[config.mk]
export PLATFORM = sky130hd
export DESIGN_NAME = tws_port
export DESIGN_NICKNAME = d
export VERILOG_FILES = /design/src/include/tws_pkg.sv /design/src/core/tws_port.sv
export SDC_FILE = /design/constraint.sdc
export NUM_CORES = 1
export LEC_CHECK = 0
export BUFFER_PORTS_ARGS = -buffer_cell sky130_fd_sc_hd__clkbuf_2
export CAP_MARGIN = 10
export CORE_MARGIN = 3
export CORE_UTILIZATION = 45
export CTS_CLUSTER_SIZE = 16
export DETAILED_ROUTE_END_ITERATION = 10
export SETUP_SLACK_MARGIN = 0.02
export SLEW_MARGIN = 15
export SYNTH_ARGS = -nofsm -noshare
export SYNTH_HDL_FRONTEND = slang
export SYNTH_SLANG_ARGS = --single-unit
[constraint.sdc]
create_clock -name CLK_I -period 2.62 [get_ports CLK_I]
set_input_delay 0 -clock CLK_I [delete_from_list [all_inputs] [get_ports CLK_I]]
set_output_delay 0 -clock CLK_I [all_outputs]
set_load 0.03 [all_outputs]
[src/include/tws_pkg.sv]
// constants and carrier types of the three-wire serial port
// assumes a byte-wide cpu register port with one-cycle strobes
package tws_pkg;
   // register offsets from the port base address
   localparam logic [15:0] MODE_OFS   = 16'h0000;
   localparam logic [15:0] CLKSEL_OFS = 16'h0001;
   localparam logic [15:0] TXBUF_OFS  = 16'h0004;
   localparam logic [15:0] SHIFT_OFS  = 16'h0005;
   // mode register field positions
   localparam int EN_BIT   = 7;
   localparam int TRMD_BIT = 6;
   localparam int SSE_BIT  = 5;
   localparam int DIR_BIT  = 4;
   localparam int BUSY_BIT = 0;
   // reset values
   localparam logic [7:0] MODE_RST   = 8'h00;
   localparam logic [2:0] CKS_RST    = 3'h0;
   localparam logic [7:0] TXBUF_RST  = 8'h00;
   localparam logic [7:0] SHIFT_RST  = 8'h00;
   // clock select code for external clock
   localparam logic [2:0] CKS_SLAVE  = 3'h7;
   // index of the last bit of a word
   localparam logic [2:0] LAST_BIT   = 3'h7;
   // cpu register request
   typedef struct packed {
      logic        wr;
      logic        rd;
      logic [15:0] addr;
      logic [7:0]  data;
   } tws_req_t;
   // mode register contents
   typedef struct packed {
      logic en;
      logic trmd;
      logic sse;
      logic dir;
   } tws_mode_t;
endpackage : tws_pkg
[src/core/tws_port.sv]
// three-wire serial port: registers, transmit queue and shift engine
// assumes CLK_I at 25 MHz; SCK_I, SI_I and SSEL_N_I come from pins
//
// Summary of operation
// - disabled port stays idle to save power
// - eight-bit words over clock, in, out
// - transmit and receive shift in one transfer
// - software picks msb or lsb first
// - buffer write starts when enable and mode
// - buffer word loaded, shifted onto output
// - buffer byte access, resets to zero
// - one shift register, byte read, resets zero
// - shift read starts receive when mode clear
// - input line sampled into shift register
// - slave select only counts in slave mode
// - clearing enable resets flag and shifter
// - busy flag reads one during transfer
// - output held low when mode clear
// - clock select divides 2..128, 7 slave
`timescale 1ns/1ns

// small synchronous fifo, storage in flip-flops
module tws_fifo #(
   parameter int W     = 8,
   parameter int DEPTH = 8
) (
   // clock and reset
   input  wire logic         clk_i,
   input  wire logic         rst_n_i,
   input  wire logic         flush_i,
   // fill side
   input  wire logic         in_valid_i,
   output logic              in_ready_o,
   input  wire logic [W-1:0] in_data_i,
   // drain side
   output logic              out_valid_o,
   input  wire logic         out_ready_i,
   output logic [W-1:0]      out_data_o
);
   localparam int AW = $clog2(DEPTH);
   localparam logic [AW:0] FULL_CNT = (AW+1)'(DEPTH);
   localparam logic [AW-1:0] LAST_IX = AW'(DEPTH - 1);

   logic [W-1:0]  mem_r [DEPTH];
   logic [AW-1:0] wr_ix_r;
   logic [AW-1:0] rd_ix_r;
   logic [AW:0]   cnt_r;
   logic          push;
   logic          pop;

   // full and empty come straight from the fill count
   assign in_ready_o  = cnt_r != FULL_CNT;
   assign out_valid_o = cnt_r != '0;
   assign out_data_o  = mem_r[rd_ix_r];
   assign push = in_valid_i && in_ready_o;
   assign pop  = out_valid_o && out_ready_i;

   // storage is written only, never reset
   always_ff @(posedge clk_i) begin
      if (push) begin
         mem_r[wr_ix_r] <= in_data_i;
      end
   end

   // pointers wrap at depth, which need not be a power of two
   always_ff @(posedge clk_i or negedge rst_n_i) begin
      if (!rst_n_i) begin
         wr_ix_r <= '0;
         rd_ix_r <= '0;
         cnt_r   <= '0;
      end else if (flush_i) begin
         wr_ix_r <= '0;
         rd_ix_r <= '0;
         cnt_r   <= '0;
      end else begin
         if (push) begin
            wr_ix_r <= (wr_ix_r == LAST_IX) ? '0 : wr_ix_r + 1'b1;
         end
         if (pop) begin
            rd_ix_r <= (rd_ix_r == LAST_IX) ? '0 : rd_ix_r + 1'b1;
         end
         if (push && !pop) begin
            cnt_r <= cnt_r + 1'b1;
         end else if (pop && !push) begin
            cnt_r <= cnt_r - 1'b1;
         end
      end
   end
endmodule : tws_fifo

module tws_port #(
   parameter logic [15:0] BASE       = 16'hFF80,
   parameter bit          HAS_SSEL   = 1'b0,
   parameter int          FIFO_DEPTH = 8
) (
   // clock and reset
   input  wire logic        CLK_I,
   input  wire logic        RESET_N_I,
   // cpu register port
   input  wire logic [15:0] CPU_ADDR_I,
   input  wire logic        CPU_WR_I,
   input  wire logic        CPU_RD_I,
   input  wire logic [7:0]  CPU_WDATA_I,
   output logic [7:0]       CPU_RDATA_O,
   output logic             CPU_TX_READY_O,
   // serial link
   input  wire logic        SCK_I,
   output logic             SCK_O,
   output logic             SCK_OE_O,
   input  wire logic        SI_I,
   output logic             SO_O,
   input  wire logic        SSEL_N_I
);
   typedef enum logic {ST_IDLE, ST_RUN} tws_state_t;

   tws_pkg::tws_req_t  req;
   tws_pkg::tws_mode_t mode_r;
   tws_state_t         state_r;
   logic [2:0]  cks_r;
   logic [7:0]  txbuf_r;
   logic [7:0]  sr_r;
   logic [7:0]  sr_nxt;
   logic [7:0]  rdata_r;
   logic [2:0]  bit_cnt_r;
   logic [6:0]  div_r;
   logic [6:0]  div_lim;
   logic        sck_r;
   logic        so_r;
   logic        busy;
   logic        master;
   logic        tick;
   logic        rise_ev;
   logic        fall_ev;
   logic        ss_ok;
   logic        hit_mode;
   logic        hit_clk;
   logic        hit_tx;
   logic        hit_sh;
   logic        q_valid;
   logic [7:0]  q_data;
   logic        pop;
   logic        start_rx;
   logic        sck_s1_r;
   logic        sck_s2_r;
   logic        sck_s3_r;
   logic        si_s1_r;
   logic        si_s2_r;
   logic        ssn_s1_r;
   logic        ssn_s2_r;

   // pack the cpu strobes and decode the four offsets
   assign req = '{wr: CPU_WR_I, rd: CPU_RD_I,
                  addr: CPU_ADDR_I - BASE, data: CPU_WDATA_I};
   assign hit_mode = req.addr == tws_pkg::MODE_OFS;
   assign hit_clk  = req.addr == tws_pkg::CLKSEL_OFS;
   assign hit_tx   = req.addr == tws_pkg::TXBUF_OFS;
   assign hit_sh   = req.addr == tws_pkg::SHIFT_OFS;
   assign busy     = state_r == ST_RUN;
   assign master   = cks_r != tws_pkg::CKS_SLAVE;

   // pins are foreign to CLK_I, so two flops before any use
   always_ff @(posedge CLK_I or negedge RESET_N_I) begin
      if (!RESET_N_I) begin
         sck_s1_r <= 1'b1;
         sck_s2_r <= 1'b1;
         sck_s3_r <= 1'b1;
         si_s1_r  <= 1'b0;
         si_s2_r  <= 1'b0;
         ssn_s1_r <= 1'b1;
         ssn_s2_r <= 1'b1;
      end else begin
         sck_s1_r <= SCK_I;
         sck_s2_r <= sck_s1_r;
         sck_s3_r <= sck_s2_r;
         si_s1_r  <= SI_I;
         si_s2_r  <= si_s1_r;
         ssn_s1_r <= SSEL_N_I;
         ssn_s2_r <= ssn_s1_r;
      end
   end

   // mode and clock select registers
   always_ff @(posedge CLK_I or negedge RESET_N_I) begin
      if (!RESET_N_I) begin
         mode_r <= tws_pkg::tws_mode_t'(tws_pkg::MODE_RST[7:4]);
         cks_r  <= tws_pkg::CKS_RST;
      end else if (req.wr && hit_mode) begin
         mode_r.en   <= req.data[tws_pkg::EN_BIT];
         mode_r.trmd <= req.data[tws_pkg::TRMD_BIT];
         mode_r.sse  <= HAS_SSEL && req.data[tws_pkg::SSE_BIT];
         mode_r.dir  <= req.data[tws_pkg::DIR_BIT];
      end else if (req.wr && hit_clk) begin
         cks_r <= req.data[2:0];
      end
   end

   // transmit buffer keeps the last byte written for read back
   always_ff @(posedge CLK_I or negedge RESET_N_I) begin
      if (!RESET_N_I) begin
         txbuf_r <= tws_pkg::TXBUF_RST;
      end else if (req.wr && hit_tx) begin
         txbuf_r <= req.data;
      end
   end

   // queue absorbs back to back writes; ready tells the cpu to wait
   tws_fifo #(
      .W     (8),
      .DEPTH (FIFO_DEPTH)
   ) u_txq (
      .clk_i       (CLK_I),
      .rst_n_i     (RESET_N_I),
      .flush_i     (!mode_r.en),
      .in_valid_i  (req.wr && hit_tx && mode_r.en && mode_r.trmd),
      .in_ready_o  (CPU_TX_READY_O),
      .in_data_i   (req.data),
      .out_valid_o (q_valid),
      .out_ready_i (pop),
      .out_data_o  (q_data)
   );

   // a word leaves the queue only when the engine is free
   assign pop = q_valid && !busy && mode_r.en && mode_r.trmd;
   assign start_rx = req.rd && hit_sh && mode_r.en && !mode_r.trmd
                     && !busy;

   // slave select gates the clock only in slave mode
   assign ss_ok = !(HAS_SSEL && mode_r.sse && !master && ssn_s2_r);

   // master half period is 2**cks cycles, giving fx/2..fx/128
   assign div_lim = (7'h01 << cks_r) - 7'h01;
   assign tick    = busy && master && div_r == div_lim;
   // no edge counts once enable is gone, so an abort never half-shifts
   assign rise_ev = busy && mode_r.en && (master ? tick && !sck_r
                    : sck_s2_r && !sck_s3_r && ss_ok);
   assign fall_ev = busy && mode_r.en && (master ? tick && sck_r
                    : !sck_s2_r && sck_s3_r && ss_ok);

   // master clock divider; the line rests high between words
   always_ff @(posedge CLK_I or negedge RESET_N_I) begin
      if (!RESET_N_I) begin
         div_r <= 7'h00;
         sck_r <= 1'b1;
      end else if (!busy || !mode_r.en) begin
         div_r <= 7'h00;
         sck_r <= 1'b1;
      end else if (tick) begin
         div_r <= 7'h00;
         sck_r <= !sck_r;
      end else if (master) begin
         div_r <= div_r + 7'h01;
      end
   end

   // next shift value: input bit enters at the far end
   always_comb begin
      if (mode_r.dir) begin
         sr_nxt = {si_s2_r, sr_r[7:1]};
      end else begin
         sr_nxt = {sr_r[6:0], si_s2_r};
      end
   end

   // transfer engine; disable clears it on the next edge
   always_ff @(posedge CLK_I or negedge RESET_N_I) begin
      if (!RESET_N_I) begin
         state_r   <= ST_IDLE;
         sr_r      <= tws_pkg::SHIFT_RST;
         bit_cnt_r <= 3'h0;
      end else if (!mode_r.en) begin
         state_r   <= ST_IDLE;
         sr_r      <= tws_pkg::SHIFT_RST;
         bit_cnt_r <= 3'h0;
      end else begin
         case (state_r)
            ST_IDLE: begin
               bit_cnt_r <= 3'h0;
               if (pop) begin
                  sr_r    <= q_data;
                  state_r <= ST_RUN;
               end else if (start_rx) begin
                  state_r <= ST_RUN;
               end
            end
            ST_RUN: begin
               if (rise_ev) begin
                  sr_r      <= sr_nxt;
                  bit_cnt_r <= bit_cnt_r + 3'h1;
                  if (bit_cnt_r == tws_pkg::LAST_BIT) begin
                     state_r <= ST_IDLE;
                  end
               end
            end
            default: begin
               state_r <= ST_IDLE;
            end
         endcase
      end
   end

   // output bit changes on the falling edge, held low in receive mode
   always_ff @(posedge CLK_I or negedge RESET_N_I) begin
      if (!RESET_N_I) begin
         so_r <= 1'b0;
      end else if (!mode_r.trmd || !mode_r.en) begin
         so_r <= 1'b0;
      end else if (pop) begin
         so_r <= mode_r.dir ? q_data[0] : q_data[7];
      end else if (fall_ev) begin
         so_r <= mode_r.dir ? sr_r[0] : sr_r[7];
      end
   end

   // read data is registered, valid the cycle after the strobe
   always_ff @(posedge CLK_I or negedge RESET_N_I) begin
      if (!RESET_N_I) begin
         rdata_r <= 8'h00;
      end else if (req.rd) begin
         if (hit_mode) begin
            rdata_r <= {mode_r, 3'h0, busy};
         end else if (hit_clk) begin
            rdata_r <= {5'h00, cks_r};
         end else if (hit_tx) begin
            rdata_r <= txbuf_r;
         end else if (hit_sh) begin
            rdata_r <= sr_r;
         end else begin
            rdata_r <= 8'h00;
         end
      end
   end

   assign CPU_RDATA_O = rdata_r;
   assign SCK_O       = sck_r;
   assign SCK_OE_O    = master && mode_r.en;
   assign SO_O        = so_r;
endmodule : tws_port

==> flow_summary.yaml, run 1 <==
status:
  outcome: "finished, final reports clean"
final_layout:
  nFillCells: 1022
  finalInstanceArea_sq_um: 6970
  multi_input_area_sq_um: 2240
  final_nets: 546
  final-seq-area_sq_um: 3380
  drive_above_1_share_pct: 30.1
  num_antenna_cells: 0
  syn2layout_area_growth_pct: 20.7
  final_core_util_pct: 56.9
logic_synthesis:
  synth_top_area_share_pct: 33.3
  synthTopCellsByArea: "edfxtp_1 33%, dfrtp_1 23%, mux4_2 6.6%, mux2_2 4.9%, mux2i_1 2.9%"
  ys_types: 60
  mappedNetlistArea_sq_um: 5780
  ys.flop_type: "edfxtp_1"
  avgSynthCellArea_sq_um: 13.3
  seq_area_frac_synth_pct: 58.5
  ys_async_sr_fraction_pct: 47.5
  netlist_instances: 435
  yosysTopAreaCell: "edfxtp_1"
  synth-seq-cells: 122
  yosys_warnings: 0
  synth_nets: 476
  synth_edf_count: 64
detailed_routing:
  drc_errors: 0
  wl_per_cell_microns: 17.7
  routed_wl_microns: 12100
  detail_route.iter0.violations: 244
  postRouteAntennaNets: 0
  dr_total_vias: 3792
  dr.pass1.iters: 4
  viasPerCell: 5.53
die:
  coreArea_sq_um: 12300
  die_width_microns: 119
  ios: 43
  die_y_microns: 119
  dieArea_sq_um: 14200
  start_util_pct: 47.1
  row_count: 40
critical_path:
  worstSetupPathType: "register to register"
  r2r_setup_slack_ps: 210
  cp_cell_sequence: "nor4_1 -> buf_4 -> or3_1 -> nand2_1 -> ha_1 -> a21o_1 -> a21oi_1 -> nor2_1 -> a211o_1 -> o211ai_2"
  crit_fanout: 5
  end_kind: "register"
  cp_top_family: "compound AO/OA/AOI/OAI gates"
  arrival_ps: 2750
  cpMaxStageDelayCell: "dfrtp_1"
  crit_required_ps: 2960
  critPathBufInv: 1
  slowest_delay_ps: 420
  start_kind: "register"
clocking:
  cts.sinks: 122
  htree_levels: 4
  holdBufCountCts: 11
  cts_tree: "built"
  post_cts_buffers: 0
  cts_resized: 0
  cts-root-buf: "clkbuf_16"
  path_clk_slew_ps: 60
  clockBufferDepth: 2
  numCtsBuffers: 17
  clk_latency_ps: 410
place:
  placed_cell_area_sq_um: 6270
  io_buffer_count: 41
  dp.final_hpwl_microns: 8470
  gp_congestion: 0.826
timing:
  layout_min_cycle_time_ps: 2410
  slew_headroom_pct: 50.1
  tns_ps: 0
  setup_violations: 0
  slew_viol_final: 0
  fin_crit_sh_pct: 92.1
  tightest_slew_ps: 749
  finClkSkew_ps: 5.26
  rsz0062_at_grt: "no"
  hold_viol: 0
  fmax_ghz: 0.414
global_route:
  grt_overflow: 0
  grt_pass1_vias: 3783
  grt_pass1_wl_microns: 20100
  track_usage_pct: 18.1
  grt_max_degree: 59
  antenna_found_initial: 0
min_path:
  min_path_type: "primary input to register"
pwr:
  ir_drop_mv: 0.438
  p_per_area_nw_per_um2: 641
  power.leakage_uw: 0.00267
flow_run:
  maxCapViolCount: 0
-- power breakdown --
part           total, uW  leakage, uW  internal (uW)  switching, uW
sequential          2030      0.00137           2030           2.15
combinational        102      0.00103           38.0           64.2
clock               2340     0.000272           1510            834
total               4470      0.00267           3570            900
-- path summary, 6_finish.rpt --
path	start	endpoint	cells past startpoint
max	u_txq.cnt_r[1]$_DFFE_PN0P_	u_txq.cnt_r[3]$_DFFE_PN0P_	10
min	CPU_RD_I	CPU_RDATA_O[3]$_DFFE_PN0P_	2
max reg2reg	u_txq.cnt_r[1]$_DFFE_PN0P_	u_txq.cnt_r[3]$_DFFE_PN0P_	10
min reg2reg	si_s1_r$_DFF_PN0_	si_s2_r$_DFF_PN0_	0
max in group asynchronous	RESET_N_I	div_r[1]$_DFFE_PN0P_	3
min in group asynchronous	RESET_N_I	div_r[5]$_DFFE_PN0P_	3
-- through the flow --
| stage | hold WS (ps) | std cells | worst slack (ps) | power [uW] |
|---|---|---|---|---|
| after floorplan | -296 | 435 | 134 | 2090 |
| after global placement | 90.4 | 643 | 147 | 2160 |
| after detailed placement | 89.8 | 643 | 61.4 | 2160 |
| after CTS | 5.61 | 686 | 232 | 4500 |
| after global routing | 40.3 | 686 | 89.6 | 4610 |
| final | 19.9 | 686 | 206 | 4470 |
-- layer usage --
layer	vias up	part of all wire (%)	global-route usage, %
li1	1787	-	-
met2	61	51	29.1
met3	11	3.9	4.65
met4	0	1.1	5.58
met5	-	0	0
met1	1933	44	24.4
-- layout make-up --
| class | instances | share of cell area (%) |
|---|---|---|
| Inverter | 17 | 0.915 |
| Timing Repair Buffer | 75 | 7.00 |
| Tap cell | 168 | 3.01 |
| Clock inverter | 13 | 2.19 |
| Clock buffer | 19 | 6.35 |
| Multi-Input combinational cell | 272 | 32.1 |
| Sequential cell | 122 | 48.4 |
-- registers in the layout, summed over array words and instances (netlist names), 3 cells and up --
| signal | cells |
|---|---|
| u_txq.mem_r | 64 |
| CPU_RDATA_O | 8 |
| sr_r | 8 |
| txbuf_r | 8 |
| div_r | 7 |
| u_txq.cnt_r | 4 |
| bit_cnt_r | 3 |
| cks_r | 3 |
| mode_r | 3 |
| u_txq.rd_ix_r | 3 |
| u_txq.wr_ix_r | 3 |
-- placed cells by master, fill, tap and decap left out, drive strengths merged, types with 8 or more instances in the layout --
| master | n |
|---|---|
| nor2 | 15 |
| o211ai | 9 |
| inv | 17 |
| mux2 | 25 |
| nand2 | 37 |
| nand4 | 8 |
| edfxtp | 64 |
| buf | 23 |
| nand3 | 24 |
| mux4 | 17 |
| dfrtp | 54 |
| o21ai | 22 |
| clkbuf | 60 |
| nor3 | 12 |
| ha | 9 |
| mux2i | 17 |
| dlygate4sd3 | 11 |
-- cell families after synthesis --
kind of cell | after synthesis | share of synthesized area [%]
AO/OA/AOI/OAI | 59 | 7.69
adder cells (fa/ha/maj) | 10 | 2.30
multiplexers | 59 | 14.4
flip-flops | 122 | 58.5
AND/OR/NAND/NOR | 133 | 12.6
buffers and inverters | 41 | 2.77
XOR/XNOR | 11 | 1.67
-- synthesized netlist by cell type (5+ instances only) --
| cell | count |
|---|---|
| xnor2_1 | 5 |
| ha_1 | 9 |
| mux2_2 | 25 |
| o211ai_1 | 8 |
| clkbuf_1 | 16 |
| nand3_1 | 24 |
| buf_2 | 5 |
| o21ai_0 | 22 |
| mux4_2 | 17 |
| inv_1 | 17 |
| xor2_1 | 6 |
| nor3_1 | 8 |
| nand4_1 | 8 |
| dfrtp_1 | 54 |
| edfxtp_1 | 64 |
| nand2_1 | 37 |
| nor2_1 | 14 |
| mux2i_1 | 17 |
| nor2b_1 | 5 |
(Power assumes the default switching activity.)
==> inputs of run 2 (changes only) <==
--- a/config.mk
+++ b/config.mk
@@ -5,6 +5,7 @@
 export SDC_FILE = /design/constraint.sdc
 export NUM_CORES = 1
 export LEC_CHECK = 0
+export ABC_AREA = 1
 export BUFFER_PORTS_ARGS = -buffer_cell sky130_fd_sc_hd__clkbuf_2
 export CAP_MARGIN = 10
 export CORE_MARGIN = 3
==> flow_summary.yaml, run 2 <==
pwr:
  p_per_area_nw_per_um2: 645
  switching_share_pct: 20.2
  pwr-share-seq_pct: 45.8
  intPower_uw: 3550
  p_clk_share_pct: 51.6
  switching_power_uw: 901
  ir_drop_mv: 0.405
  power.leakage_uw: 0.00302
  combPwrFrac_pct: 2.7
clocking:
  path_clk_slew_ps: 50
  cts-root-buf: "clkbuf_16"
  clockBufferDepth: 2
  post_cts_buffers: 0
  cts_resized: 0
  cts.sinks: 122
  cts_tree: "built"
  clk_latency_ps: 410
  htree_levels: 4
  holdBufCountCts: 12
  numCtsBuffers: 17
critical_path:
  cp_cell_sequence: "inv_2 -> nand3_1 -> nand4_2 -> ha_1 -> nand2_1 -> nand2_1 -> a31oi_1 -> inv_1 -> nand3_1 -> nand3_1 -> nand2_1"
  start_kind: "register"
  cp_top_family: "simple AND/OR/NAND/NOR gates"
  critPathBufInv: 2
  cpMaxStageDelayCell: "dfrtp_1"
  slowest_delay_ps: 520
  end_kind: "register"
  worstSetupPathType: "register to register"
  crit_fanout: 15
  crit_required_ps: 2980
  arrival_ps: 2480
logic_synthesis:
  synth_top_family_by_area: "simple AND/OR/NAND/NOR gates"
  synth_mux_area_share_pct: 0
  synth-seq-cells: 122
  yosysMostFrequentCell: "nand2_1"
  avgSynthCellArea_sq_um: 9.41
  synth-compound-area-share_pct: 13.3
  synth-simple-area-share_pct: 18.3
  synth_xor_xnor_area_share_pct: 0.923
  netlist_instances: 605
  yosys_warnings: 0
  mappedNetlistArea_sq_um: 5690
  synthTopCellsByArea: "edfxtp_1 34%, dfrtp_1 24%, nand2_1 8.3%, o21ai_0 6.6%, nor2_1 4.3%"
  seq_area_frac_synth_pct: 59.4
  ys_types: 36
  yosysTopAreaCell: "edfxtp_1"
  ys.flop_type: "edfxtp_1"
  synth_common_cells: "126 x nand2_1, 75 x o21ai_0, 65 x nor2_1"
  synth_edf_count: 64
  synth_nets: 646
  synth_fa_ha_area_share_pct: 2.33
  ys_async_sr_fraction_pct: 47.5
  synth_top_area_share_pct: 33.8
detailed_routing:
  wl_per_cell_microns: 15.8
  drc_errors: 0
  detail_route.iter0.violations: 361
  dr.pass1.iters: 5
  postRouteAntennaNets: 0
  viasPerCell: 5.18
  routed_wl_microns: 13600
  dr_total_vias: 4457
final_layout:
  final_common_cell: "nand2_1"
  num_antenna_cells: 0
  syn2layout_area_growth_pct: 21.2
  layout_common_cells: "126 x nand2_1, 75 x o21ai_0, 65 x nor2_1"
  final_nets: 721
  final_core_util_pct: 56.7
  regMostFlops: "u_txq.mem_r"
  nFillCells: 1103
  drive_above_1_share_pct: 15.6
  largest_reg_flops: 64
timing:
  rsz0062_at_grt: "no"
  hold_viol: 0
  setup_violations: 0
  slew_viol_final: 0
  tns_ps: 0
  fmax_ghz: 0.470
  layout_min_cycle_time_ps: 2130
  fin_crit_sh_pct: 81.1
  finClkSkew_ps: 6.13
  tightest_slew_ps: 800
  slew_headroom_pct: 46.6
place:
  dp.final_hpwl_microns: 9540
  gp_congestion: 0.868
  io_buffer_count: 41
global_route:
  track_usage_pct: 20.3
  grt_overflow: 0
  antenna_found_initial: 0
  grt_pass1_wl_microns: 22100
  grt_pass1_vias: 4403
  grt_max_degree: 34
die:
  dieArea_sq_um: 14000
  row_count: 40
  die_y_microns: 118
  die_width_microns: 118
  ios: 43
  coreArea_sq_um: 12200
  start_util_pct: 46.8
min_path:
  min_path_type: "primary input to register"
flow_run:
  maxCapViolCount: 0
status:
  outcome: "finished, final reports clean"
==> run 2: tightest hold or removal path, stage by stage <==
cell and delay (ps):
clkbuf_2 170, nand2_1 160, a21oi_1 80
==> run 2: power by group through the flow <==
stage               registers, uW  clock network [uW]  logic [uW]
detailed placement           2070                   0         106
CTS                          2040                2330         121
global route                 2040                2420         134
floorplan                    2080                   0        24.6
global placement             2070                   0         104
finish                       2040                2290         119
==> run 2: through the flow <==
stage	hold WS [ps]	setup slack, ps	instance area [sq um]	cells	total power (uW)
6_report	37.4	494	6900	861	4450
5_1_grt	57.7	304	6900	861	4590
4_1_cts	22.8	500	6900	861	4480
3_5_place_dp	94.6	378	6190	817	2180
3_3_place_gp	91.4	472	6190	817	2180
2_1_floorplan	-296	481	5690	605	2100
==> run 2: kinds of logic after synthesis <==
kind of cell	after synthesis
buffers and inverters	84
adder cells (fa/ha/maj)	10
flip-flops	122
XOR/XNOR	6
AND/OR/NAND/NOR	249
AO/OA/AOI/OAI	134
==> run 2: worst paths after layout <==
check                                             endpoint  cells after the start         startpoint  slack (ps)
worst min-delay path                txbuf_r[3]$_DFFE_PN0N_                      3           CPU_WR_I          40
worst max-delay path            u_txq.cnt_r[3]$_DFFE_PN0P_                     11     busy$_DFF_PN0_         490
min in group asynchronous             div_r[3]$_DFFE_PN0P_                      2          RESET_N_I         210
worst min register to register           si_s2_r$_DFF_PN0_                      0  si_s1_r$_DFF_PN0_         350
worst max register to register  u_txq.cnt_r[3]$_DFFE_PN0P_                     11     busy$_DFF_PN0_         490
max in group asynchronous               sck_s3_r$_DFF_PN1_                      3          RESET_N_I        1720
==> run 2: area by class of cell <==
class | count | area (sq um) | share of cell area [%]
flip-flops and latches | 122 | 3380 | 49.0
multi-input cells | 399 | 1980 | 28.8
repair buffers | 73 | 488 | 7.08
clock buffers | 17 | 425 | 6.17
inverters | 67 | 251 | 3.65
well taps | 168 | 210 | 3.05
clock inverters | 15 | 158 | 2.29
==> run 2: layer usage <==
layer  vias to the layer above  track usage, %  part of all wire [%]
li1                       2217               -                     -
met1                      2120            28.3                    47
met2                       102            31.4                    47
met3                        18            3.97                   4.2
met4                         0            8.54                   1.5
met5                         -               0                     0
==> inputs of run 3 (changes only) <==
==> constraint.sdc (replaced) <==
create_clock -name CLK_I -period 2.1 [get_ports CLK_I]
set_input_delay 0 -clock CLK_I [delete_from_list [all_inputs] [get_ports CLK_I]]
set_output_delay 0 -clock CLK_I [all_outputs]
set_load 0.03 [all_outputs]
==> flow_summary.yaml, run 3 (synthesized netlist as in run 2, its figures left out) <==
timing:
  layout_min_cycle_time_ps: 1890
  slew_viol_final: 0
  tns_ps: 0
  slew_headroom_pct: 57.3
  holdWs_ps: 37.1
  setup_violations: 0
  fin_crit_sh_pct: 90.2
  fmax_ghz: 0.528
  tightest_slew_ps: 641
  hold_viol: 0
  rsz0062_at_grt: "no"
  finClkSkew_ps: 10.6
global_route:
  grt_pass1_wl_microns: 21800
  antenna_found_initial: 0
  grt_overflow: 0
  grt_max_degree: 36
  grt_pass1_vias: 4153
  track_usage_pct: 20.1
final_layout:
  final_core_util_pct: 57.1
  regMostFlops: "u_txq.mem_r"
  finalInstanceArea_sq_um: 6950
  final_common_cell: "nand2_1"
  drive_above_1_share_pct: 16.9
  largest_reg_flops: 64
  syn2layout_area_growth_pct: 22.1
  layout_common_cells: "126 x nand2_1, 75 x o21ai_0, 65 x nor2_1"
  num_antenna_cells: 0
  final_nets: 728
min_path:
  min_path_cells: 3
  min-delay-start: "CPU_WR_I"
  min_path_type: "primary input to register"
  min_to: "txbuf_r[5]$_DFFE_PN0N_"
critical_path:
  r2r-start: "u_txq.cnt_r[0]$_DFFE_PN0P_"
  crit_fanout: 5
  end_kind: "register"
  r2r-end: "u_txq.cnt_r[3]$_DFFE_PN0P_"
  crit_required_ps: 2460
  r2r_cells: 12
  start_kind: "register"
  r2r_setup_slack_ps: 210
  worstSetupPathType: "register to register"
  arrival_ps: 2250
pwr:
  ir_drop_mv: 0.451
  power.leakage_uw: 0.00303
  power_uw: 5320
  p_per_area_nw_per_um2: 766
detailed_routing:
  drc_errors: 0
  routed_wl_microns: 13500
  detail_route.iter0.violations: 349
  dr.pass1.iters: 5
  postRouteAntennaNets: 0
  viasPerCell: 5.23
  dr_total_vias: 4543
  wl_per_cell_microns: 15.6
clocking:
  clockBufferDepth: 2
  htree_levels: 4
  numCtsBuffers: 17
  cts_tree: "built"
  cts.sinks: 122
  path_clk_slew_ps: 60
  clk_latency_ps: 420
  cts-root-buf: "clkbuf_16"
place:
  placed_cell_area_sq_um: 6270
  dp.final_hpwl_microns: 9650
  io_buffer_count: 41
  gp_congestion: 0.856
die:
  die_width_microns: 118
  ios: 43
  start_util_pct: 46.8
  row_count: 40
  die_y_microns: 118
  coreArea_sq_um: 12200
  dieArea_sq_um: 14000
status:
  outcome: "finished, final reports clean"
flow_run:
  maxCapViolCount: 0
==> run 3: worst max-delay path, stage by stage (launching register included) <==
cell     delay (ps)
dfrtp_1         410
nor2_1          170
nand3_1         110
nand3_1         110
nand4_2         210
ha_4            290
nand2_1          50
nand2_1          40
a31oi_1         170
inv_1            60
nand3_1          80
nand3_1          70
nand2_1          50
==> run 3: power by group <==
part	internal [uW]	switching, uW
registers	2530	5.46
logic	52.0	95.6
clock network	1520	1120
==> run 3: worst max-delay path by stage <==
stage                                    start  depth (start not counted)                           to
CTS                 u_txq.cnt_r[0]$_DFFE_PN0P_                         12   u_txq.cnt_r[3]$_DFFE_PN0P_
global placement                 CPU_ADDR_I[7]                         17   u_txq.cnt_r[3]$_DFFE_PN0P_
finish              u_txq.cnt_r[0]$_DFFE_PN0P_                         12   u_txq.cnt_r[3]$_DFFE_PN0P_
detailed placement               CPU_ADDR_I[7]                         17   u_txq.cnt_r[3]$_DFFE_PN0P_
global route        u_txq.cnt_r[0]$_DFFE_PN0P_                         13   u_txq.cnt_r[3]$_DFFE_PN0P_
floorplan           u_txq.cnt_r[0]$_DFFE_PN0P_                          6  u_txq.mem_r[0][0]$_DFFE_PP_
==> run 3: routing by layer <==
metal  track usage, %  up-vias  part of all wire (%)
li1                 -     2239                     -
met5                0        -                     0
met4             6.73        0                   1.8
met2             29.6       99                    46
met3             4.93       17                   4.1
met1             29.2     2188                    48
==> run 3: stage by stage <==
stage | setup slack (ps) | std cells
floorplan | -38.9 | 605
global placement | 57.9 | 824
detailed placement | 16.3 | 824
CTS | 144 | 868
global route | 45.8 | 868
finish | 205 | 868
==> run 3: timing repair <==
| item | 4_1_cts | 5_1_grt |
|---|---|---|
| endpoints found under the hold margin | 98 | 0 |
| setup endpoints to repair | 0 | 4 |
| gates resized for setup | 0 | 2 |
| buffers inserted | 0 | 0 |
| hold buffers | 12 | 0 |
==> run 3: cell type report <==
| type | instances | area [sq um] |
|---|---|---|
| clock inverters | 15 | 115 |
| multi-input cells | 399 | 2000 |
| clock buffers | 17 | 425 |
| well taps | 168 | 210 |
| flip-flops and latches | 122 | 3380 |
| inverters | 67 | 251 |
| repair buffers | 80 | 566 |
| fillers | 1076 | 5210 |
